--- config.mk ---
export PLATFORM = sky130hd
export DESIGN_NAME = fsp_regs
export DESIGN_NICKNAME = d
export VERILOG_FILES = /design/src/fsp_pkg.sv /design/src/fsp_regs.sv
export VERILOG_INCLUDE_DIRS = /design/src
export SDC_FILE = /design/constraint.sdc
export NUM_CORES = 1
export LEC_CHECK = 0
export ABC_CLOCK_PERIOD_IN_PS = 3100
export BUFFER_PORTS_ARGS = -buffer_cell sky130_fd_sc_hd__buf_2
export CAP_MARGIN = 20
export CORE_MARGIN = 2
export CORE_UTILIZATION = 48
export CTS_CLUSTER_DIAMETER = 200
export DETAILED_ROUTE_END_ITERATION = 10
export PLACE_DENSITY_LB_ADDON = 0.25
export RECOVER_POWER = 25
export SKIP_LAST_GASP = 1
export SLEW_MARGIN = 5
export SYNTH_ARGS = -nofsm -noshare
export SYNTH_HDL_FRONTEND = slang
export SYNTH_SLANG_ARGS = --single-unit
--- constraint.sdc ---
create_clock -name i_clk -period 3.1 [get_ports i_clk]
set_input_delay 0.465 -clock i_clk [delete_from_list [all_inputs] [get_ports i_clk]]
set_output_delay 0.465 -clock i_clk [all_outputs]
set_load 0.05 [all_outputs]
--- src/fsp_defs.svh ---
// fsp_defs.svh: offsets, field positions, reset values of the flash
// security and protection register block.
// assumes: included by its bare name; definitions only.
`ifndef FSP_DEFS_SVH
`define FSP_DEFS_SVH
// register indices; byte address is four times the index
`define FSP_IDX_LOCK 6'h01
`define FSP_IDX_TEST 6'h02
`define FSP_IDX_CFG 6'h03
`define FSP_IDX_PROT 6'h04
`define FSP_IDX_STAT 6'h05
// nonvolatile bytes fetched by the reset sequence
`define FSP_NV_SEC_ADDR 16'hff0f
`define FSP_NV_PROT_ADDR 16'hff0d
// lock status fields
`define FSP_KEY_HI 7
`define FSP_KEY_LO 6
`define FSP_SEC_HI 1
`define FSP_SEC_LO 0
`define FSP_KEY_ON 2'h2
`define FSP_SEC_OPEN 2'h2
// flash config fields
`define FSP_CFG_BEIE 7
`define FSP_CFG_DONEIE 6
`define FSP_CFG_KEY_WRITE_ACCESS 5
`define FSP_CFG_RESET 8'h00
// protection fields
`define FSP_PROT_POL 7
`define FSP_PROT_NV 6
`define FSP_PROT_HIOFF 5
`define FSP_PROT_HIS_HI 4
`define FSP_PROT_HIS_LO 3
`define FSP_PROT_LOOFF 2
`define FSP_PROT_LOS_HI 1
`define FSP_PROT_LOS_LO 0
// status fields
`define FSP_STAT_BE 7
`define FSP_STAT_DONE 6
`define FSP_STAT_VIOL 5
// protected range geometry
`define FSP_HI_TOP 16'hffff
`define FSP_HI_UNIT 16'h0800
`define FSP_LO_BASE 16'h4000
`define FSP_LO_UNIT 16'h0200
// bus answers
`define FSP_RESP_OKAY 2'h0
`define FSP_RESP_SLVERR 2'h2
`endif

--- src/fsp_pkg.sv ---
// fsp_pkg.sv: types shared by the flash security and protection block.
// assumes: compiled before any module that imports it.
package fsp_pkg;
  // kind of array operation offered for a protection check
  typedef enum logic [1:0] {
    FSP_OP_PROG,
    FSP_OP_ERASE,
    FSP_OP_MASS
  } fsp_op_t;
endpackage

--- src/fsp_regs.sv ---
// fsp_regs.sv: security, configuration and protection registers of an
// embedded flash module, with an AXI4-Lite slave and a protection check.
// assumes: nonvolatile bytes valid while i_reset is high; command logic
// and flags on the same clock; one write and one read under way at most.
`timescale 1ns/10ps
`include "fsp_defs.svh"

module fsp_regs
  import fsp_pkg::*;
(
  input wire logic i_clk,
  input wire logic i_reset,
  input wire logic [7:0] i_s_axi_awaddr,
  input wire logic i_s_axi_awvalid,
  output logic o_s_axi_awready,
  input wire logic [31:0] i_s_axi_wdata,
  input wire logic [3:0] i_s_axi_wstrb,
  input wire logic i_s_axi_wvalid,
  output logic o_s_axi_wready,
  output logic [1:0] o_s_axi_bresp,
  output logic o_s_axi_bvalid,
  input wire logic i_s_axi_bready,
  input wire logic [7:0] i_s_axi_araddr,
  input wire logic i_s_axi_arvalid,
  output logic o_s_axi_arready,
  output logic [31:0] o_s_axi_rdata,
  output logic [1:0] o_s_axi_rresp,
  output logic o_s_axi_rvalid,
  input wire logic i_s_axi_rready,
  input wire logic [7:0] i_nv_sec_byte,
  input wire logic [7:0] i_nv_prot_byte,
  input wire logic i_backdoor_ok,
  input wire logic i_cmd_buf_empty,
  input wire logic i_cmd_done,
  input wire logic i_op_valid,
  input wire fsp_op_t i_op_kind,
  input wire logic [15:0] i_op_addr,
  output logic o_op_go,
  output logic o_op_refused,
  output logic o_irq,
  output logic o_key_write_access,
  output logic o_backdoor_enabled,
  output logic o_secured
);

  // address inside a range of given base and length
  function automatic logic in_range(
    input logic [15:0] addr,
    input logic [15:0] base,
    input logic [15:0] len
  );
    logic [16:0] top;
    top = {1'b0, base} + {1'b0, len};
    in_range = ({1'b0, addr} >= {1'b0, base}) && ({1'b0, addr} < top);
  endfunction

  // range length: one unit doubled per size step
  function automatic logic [15:0] range_len(
    input logic [15:0] unit,
    input logic [1:0] size
  );
    range_len = unit << size;
  endfunction

  logic [7:0] lock_r;
  logic [7:0] cfg_r;
  logic [7:0] prot_r;
  logic viol_r;
  logic awready_r;
  logic wready_r;
  logic bvalid_r;
  logic [1:0] bresp_r;
  logic [5:0] wr_idx_r;
  logic [31:0] wdata_r;
  logic wstrb0_r;
  logic arready_r;
  logic rvalid_r;
  logic [31:0] rdata_r;
  logic [1:0] rresp_r;
  logic go_r;
  logic refused_r;
  logic irq_r;
  logic key_acc_r;
  logic key_on_r;
  logic secured_r;

  logic key_on;
  logic do_write;
  logic wr_lane;
  logic [5:0] rd_idx;
  logic [15:0] hi_len;
  logic [15:0] hi_base;
  logic in_lo;
  logic in_hi;
  logic area_prot;
  logic mass_ok;
  logic op_refuse;

  // write performed once both halves are held and no answer is pending
  assign do_write = !awready_r && !wready_r && !bvalid_r;
  assign wr_lane = do_write && wstrb0_r;
  assign rd_idx = i_s_axi_araddr[7:2];
  assign key_on = (lock_r[`FSP_KEY_HI:`FSP_KEY_LO] == `FSP_KEY_ON);

  // write address and data channels, taken in either order
  always_ff @(posedge i_clk) begin
    if (i_reset) begin
      awready_r <= 1'b1;
      wready_r <= 1'b1;
      wr_idx_r <= 6'h00;
      wdata_r <= 32'h0000_0000;
      wstrb0_r <= 1'b0;
    end else begin
      if (i_s_axi_awvalid && awready_r) begin
        awready_r <= 1'b0;
        wr_idx_r <= i_s_axi_awaddr[7:2];
      end
      if (i_s_axi_wvalid && wready_r) begin
        wready_r <= 1'b0;
        wdata_r <= i_s_axi_wdata;
        wstrb0_r <= i_s_axi_wstrb[0];
      end
      // reopen only after the answer is taken
      if (bvalid_r && i_s_axi_bready) begin
        awready_r <= 1'b1;
        wready_r <= 1'b1;
      end
    end
  end

  // write response; unmapped index answers slverr
  always_ff @(posedge i_clk) begin
    if (i_reset) begin
      bvalid_r <= 1'b0;
      bresp_r <= `FSP_RESP_OKAY;
    end else if (do_write) begin
      bvalid_r <= 1'b1;
      case (wr_idx_r)
        `FSP_IDX_LOCK, `FSP_IDX_TEST, `FSP_IDX_CFG,
        `FSP_IDX_PROT, `FSP_IDX_STAT: bresp_r <= `FSP_RESP_OKAY;
        default: bresp_r <= `FSP_RESP_SLVERR;
      endcase
    end else if (bvalid_r && i_s_axi_bready) begin
      bvalid_r <= 1'b0;
    end
  end

  // lock status: loaded in reset, never written by software
  always_ff @(posedge i_clk) begin
    if (i_reset) begin
      lock_r <= i_nv_sec_byte;
    end else if (i_backdoor_ok) begin
      lock_r[`FSP_SEC_HI:`FSP_SEC_LO] <= `FSP_SEC_OPEN;
    end
    // no bus write reaches this register
  end

  // config: only enables and key access are stored, rest reads zero
  always_ff @(posedge i_clk) begin
    if (i_reset) begin
      cfg_r <= `FSP_CFG_RESET;
    end else if (wr_lane && wr_idx_r == `FSP_IDX_CFG) begin
      cfg_r[`FSP_CFG_BEIE] <= wdata_r[`FSP_CFG_BEIE];
      cfg_r[`FSP_CFG_DONEIE] <= wdata_r[`FSP_CFG_DONEIE];
      if (key_on) begin
        cfg_r[`FSP_CFG_KEY_WRITE_ACCESS] <= wdata_r[`FSP_CFG_KEY_WRITE_ACCESS];
      end
    end
  end

  // protection: polarity and range-off bits only fall, sizes gated
  always_ff @(posedge i_clk) begin
    if (i_reset) begin
      prot_r <= i_nv_prot_byte;
    end else if (wr_lane && wr_idx_r == `FSP_IDX_PROT) begin
      prot_r[`FSP_PROT_POL] <= prot_r[`FSP_PROT_POL] & wdata_r[`FSP_PROT_POL];
      prot_r[`FSP_PROT_HIOFF] <= prot_r[`FSP_PROT_HIOFF] & wdata_r[`FSP_PROT_HIOFF];
      prot_r[`FSP_PROT_LOOFF] <= prot_r[`FSP_PROT_LOOFF] & wdata_r[`FSP_PROT_LOOFF];
      if (prot_r[`FSP_PROT_HIOFF]) begin
        prot_r[`FSP_PROT_HIS_HI:`FSP_PROT_HIS_LO] <=
          wdata_r[`FSP_PROT_HIS_HI:`FSP_PROT_HIS_LO];
      end
      if (prot_r[`FSP_PROT_LOOFF]) begin
        prot_r[`FSP_PROT_LOS_HI:`FSP_PROT_LOS_LO] <=
          wdata_r[`FSP_PROT_LOS_HI:`FSP_PROT_LOS_LO];
      end
    end
  end

  // protected area decode; upper range ends at the top of the map
  assign hi_len = range_len(`FSP_HI_UNIT, prot_r[`FSP_PROT_HIS_HI:`FSP_PROT_HIS_LO]);
  assign hi_base = `FSP_HI_TOP - hi_len + 16'h0001;
  assign in_hi = !prot_r[`FSP_PROT_HIOFF] && in_range(i_op_addr, hi_base, hi_len);
  assign in_lo = !prot_r[`FSP_PROT_LOOFF] && in_range(i_op_addr, `FSP_LO_BASE,
    range_len(`FSP_LO_UNIT, prot_r[`FSP_PROT_LOS_HI:`FSP_PROT_LOS_LO]));
  // polarity clear turns the enabled ranges into the only open holes
  assign area_prot = prot_r[`FSP_PROT_POL] ? (in_lo || in_hi) : !(in_lo || in_hi);
  assign mass_ok = prot_r[`FSP_PROT_POL] && prot_r[`FSP_PROT_HIOFF] &&
    prot_r[`FSP_PROT_LOOFF];
  assign op_refuse = (i_op_kind == FSP_OP_MASS) ? !mass_ok : area_prot;

  // verdict on each offered operation, one cycle later
  always_ff @(posedge i_clk) begin
    if (i_reset) begin
      go_r <= 1'b0;
      refused_r <= 1'b0;
    end else begin
      go_r <= i_op_valid && !op_refuse;
      refused_r <= i_op_valid && op_refuse;
    end
  end

  // sticky violation flag; a new refusal wins over a clear
  always_ff @(posedge i_clk) begin
    if (i_reset) begin
      viol_r <= 1'b0;
    end else if (i_op_valid && op_refuse) begin
      viol_r <= 1'b1;
    end else if (wr_lane && wr_idx_r == `FSP_IDX_STAT && wdata_r[`FSP_STAT_VIOL]) begin
      viol_r <= 1'b0;
    end
  end

  // read channel: data captured at the address handshake
  always_ff @(posedge i_clk) begin
    if (i_reset) begin
      arready_r <= 1'b1;
      rvalid_r <= 1'b0;
      rdata_r <= 32'h0000_0000;
      rresp_r <= `FSP_RESP_OKAY;
    end else if (i_s_axi_arvalid && arready_r) begin
      arready_r <= 1'b0;
      rvalid_r <= 1'b1;
      rdata_r <= 32'h0000_0000;
      rresp_r <= `FSP_RESP_OKAY;
      case (rd_idx)
        `FSP_IDX_LOCK: rdata_r[7:0] <= lock_r;
        `FSP_IDX_TEST: rdata_r[7:0] <= 8'h00;
        `FSP_IDX_CFG: rdata_r[7:0] <= cfg_r;
        `FSP_IDX_PROT: rdata_r[7:0] <= prot_r;
        `FSP_IDX_STAT: begin
          rdata_r[`FSP_STAT_BE] <= i_cmd_buf_empty;
          rdata_r[`FSP_STAT_DONE] <= i_cmd_done;
          rdata_r[`FSP_STAT_VIOL] <= viol_r;
        end
        default: rresp_r <= `FSP_RESP_SLVERR;
      endcase
    end else if (rvalid_r && i_s_axi_rready) begin
      rvalid_r <= 1'b0;
      arready_r <= 1'b1;
    end
  end

  // interrupt request: level, follows enables and flags
  always_ff @(posedge i_clk) begin
    if (i_reset) begin
      irq_r <= 1'b0;
    end else begin
      irq_r <= (cfg_r[`FSP_CFG_BEIE] && i_cmd_buf_empty) ||
        (cfg_r[`FSP_CFG_DONEIE] && i_cmd_done);
    end
  end

  // security view for the rest of the module, registered for timing
  always_ff @(posedge i_clk) begin
    if (i_reset) begin
      key_acc_r <= 1'b0;
      key_on_r <= 1'b0;
      secured_r <= 1'b1;
    end else begin
      key_acc_r <= cfg_r[`FSP_CFG_KEY_WRITE_ACCESS];
      key_on_r <= key_on;
      secured_r <= (lock_r[`FSP_SEC_HI:`FSP_SEC_LO] != `FSP_SEC_OPEN);
    end
  end

  assign o_s_axi_awready = awready_r;
  assign o_s_axi_wready = wready_r;
  assign o_s_axi_bvalid = bvalid_r;
  assign o_s_axi_bresp = bresp_r;
  assign o_s_axi_arready = arready_r;
  assign o_s_axi_rvalid = rvalid_r;
  assign o_s_axi_rdata = rdata_r;
  assign o_s_axi_rresp = rresp_r;
  assign o_op_go = go_r;
  assign o_op_refused = refused_r;
  assign o_irq = irq_r;
  assign o_key_write_access = key_acc_r;
  assign o_backdoor_enabled = key_on_r;
  assign o_secured = secured_r;
endmodule

==> summary.txt <==
Outcome
  • Outcome: finished, violations left
  • Violated checks: max-capacitance violations, max-slew violations

Floorplanning
  • Die Ht: 78.43 um
  • Area of the core: 5439 um2
  • Die width: 78.43 um
  • # IOs: 144
  • Die Area: 6150 um2
  • Row cnt: 27
  • Starting density of the core: 48.88%

Placement
  • DP HPWL: 3839 um
  • Cell Area, Placed: 2990 um2
  • Placer congestion estimate: 0.8135
  • IO buf count: 77

Drt
  • Antenna Nets Post-Route: 0
  • Routed len/inst: 11.66 um
  • Routed WL: 4945 um
  • Routed met2 length: 2288 um
  • Metal3 WL: 377 um
  • Top sig layer: met4
  • Post-Route M1 WL: 2205 um
  • DR vias: 2070
  • DRC viols: 0
  • Number of detailed-route iterations in the first pass: 4
  • Initial drt markers: 84
  • Vias/cell: 4.882

Synth
  • Mean post-synth cell area: 9.496 um2
  • Yosys Warn Count: 0
  • Synth unique cells: 43
  • Yosys reg bits: 56
  • Post-synthesis async set-or-reset flop share: 0%
  • Synth Instances: 280
  • Syn Std Cell Area: 2659 um2
  • Seq/Total Area, Yosys: 48.19%
  • Synth Flop Type: dfxtp_1
  • Post-synth EDFFs: 16

Critical path
  • R2R Path Start: prot_r[3]
  • CP Launch Point: prot_r[3]
  • Cells on worst reg2reg path: 9
  • Worst setup EP type: register
  • Setup CP Type: reg -> reg
  • Max FO, Critical Path: 4
  • Crit path to: o_op_go
  • CP Launch Type: register
  • Critical path arrival: 2.55 ns
  • FF-to-FF End: o_op_go
  • Worst EP required: 3.35 ns
  • FF-to-FF setup slack: 0.81 ns

STA
  • Max Clock Skew: 0.01400 ns
  • Setup TNS Final: 0 ns
  • Period utilization: 74.02%
  • Final Hold Viols: 0
  • Count of pins over their slew limit: 38
  • Max-Slew Margin vs Limit: -0.5070%
  • Worst-margin pin slew: 1.508 ns
  • RSZ-0062 raised after global routing: no
  • Fmax: 435.8 MHz
  • Final min period: 2.295 ns
  • Final setup fails: 0

Clock network
  • Postcts setup bufs: 0
  • Clock Pin Slew Worst Setup and Hold Paths: 0.10 ns
  • CTS tree: done
  • CTS Buffer Depth: 2
  • # hold bufs at CTS: 0
  • Clock H-tree levels: 2
  • Post-CTS sizing: 0
  • Cts bufs inserted: 5
  • Clock sink count: 56
  • Clock Latency Late Sink: 0.31 ns
  • Root buffer cell: clkbuf_8

Finish
  • Commonest non-fill, non-tap cell in the layout: buf_2
  • P&R area growth vs syn: 15.91%
  • Layout fillers: 525
  • Most frequent cells in the layout: buf_2, dfxtp_1, nand2_1, conb_1, a21oi_1
  • Layout Nets: 457
  • Reg area: 1281 um2
  • Share of cells above drive strength 1: 26.99%
  • Design area: 3082 um2
  • Area of the multi-input gates: 1207 um2
  • Antenna Cells: 0

Global route
  • GRT overflow: 0
  • First-pass GRT wire length: 8590 um
  • Largest net degree at the start of global routing: 38
  • Initial antenna violation count: 0
  • Via count of the first global-routing pass: 1916
  • Tot GR Track Use: 17.61%

Min path
  • Worst Hold Class: in -> reg
  • Hold path depth: 1

Power and ir drop
  • P_leak: 0.001378 uW
  • Total power per unit cell area: 504.7 nW/um2
  • Worst vdd ir: 0.2379 mV

Run
  • Max-cap viol count: 1
## critical path, cell delays in order, from the launching register on
cell and delay, ns:
edfxtp_1 0.45, or2_2 0.34, ha_1 0.27, inv_1 0.04
ha_1 0.26, o21ai_0 0.07, nor4b_1 0.24, o22ai_1 0.15
mux2i_1 0.27, nor2b_1 0.16
## per-stage QoR
stage | worst slack [ns] | utilization [%] | power [uW] | hold slack (ns) | cells
after floorplan | 0.9592 | - | 1108 | 0.4338 | 305
after global placement | 0.8403 | 54.98 | 1158 | 0.4401 | 416
after detailed placement | 0.8160 | 54.98 | 1164 | 0.4473 | 416
after CTS | 0.7767 | 56.68 | 1575 | 0.3076 | 424
after global routing | 0.6470 | 56.66 | 1636 | 0.3084 | 424
final | 0.8054 | 56.66 | 1555 | 0.3204 | 424
## worst min-delay path by stage
stage / slack [ns] / from / endpoint
after floorplan: 0.43 / wdata_r[0] / wdata_r[0]
after global placement: 0.44 / wdata_r[4] / wdata_r[4]
after detailed placement: 0.45 / wdata_r[3] / wdata_r[3]
after CTS: 0.31 / i_nv_sec_byte[7] / lock_r[7]
after global routing: 0.31 / i_nv_sec_byte[7] / lock_r[7]
final: 0.32 / i_nv_sec_byte[7] / lock_r[7]
## flip-flops by register name (all words and copies together), names as in the netlist, 3 cells and up
| register | cells |
|---|---|
| cfg_r | 3 |
| lock_r | 8 |
| o_s_axi_rdata | 8 |
| prot_r | 8 |
| wdata_r | 8 |
| wr_idx_r | 6 |
## routing by layer
metal,global-route usage (%),vias to the layer above
met4,5.789,0
met2,30.26,79
met1,21.59,905
met5,0,-
li1,-,1079
met3,4.483,7
## cells in the mapped netlist (all sizes together), types with 5 or more instances
cell	instances	share of area, %
nand3	15	2.8
a221oi	6	2.0
inv	5	0.71
a21oi	22	4.1
nand2	29	4.1
mux2i	10	3.8
edfxtp	16	18
dfxtp	40	30
ha	9	4.2
o21ai	14	2.6
nand2b	8	1.9
nor2	17	2.4
clkbuf	9	1.3
nor3	9	1.7
buf	30	8.0
## report_power, final
part | internal [uW] | switching [uW]
Sequential | 801 | 33.6
Combinational | 94.1 | 217
Clock | 183 | 227
Total | 1080 | 477
## final cells by class
type / instances / share of cell area, %
Sequential cell: 56 / 41.58
Clock buffer: 7 / 2.801
Inverter: 5 / 0.6090
Timing Repair Buffer: 78 / 12.71
Multi-Input combinational cell: 205 / 39.18
Tap cell: 72 / 2.923
Clock inverter: 1 / 0.2030
## cells by family after synthesis
logic type / count (synthesis) / share of synthesized area [%]
flops: 56 / 48.19
fa+ha+maj: 9 / 4.235
simple gates: 103 / 20.05
buf+inv: 44 / 9.929
mux: 14 / 5.459
compound gates: 53 / 12.00
other cells: 1 / 0.1410
Power figures use the tool's default switching activity.
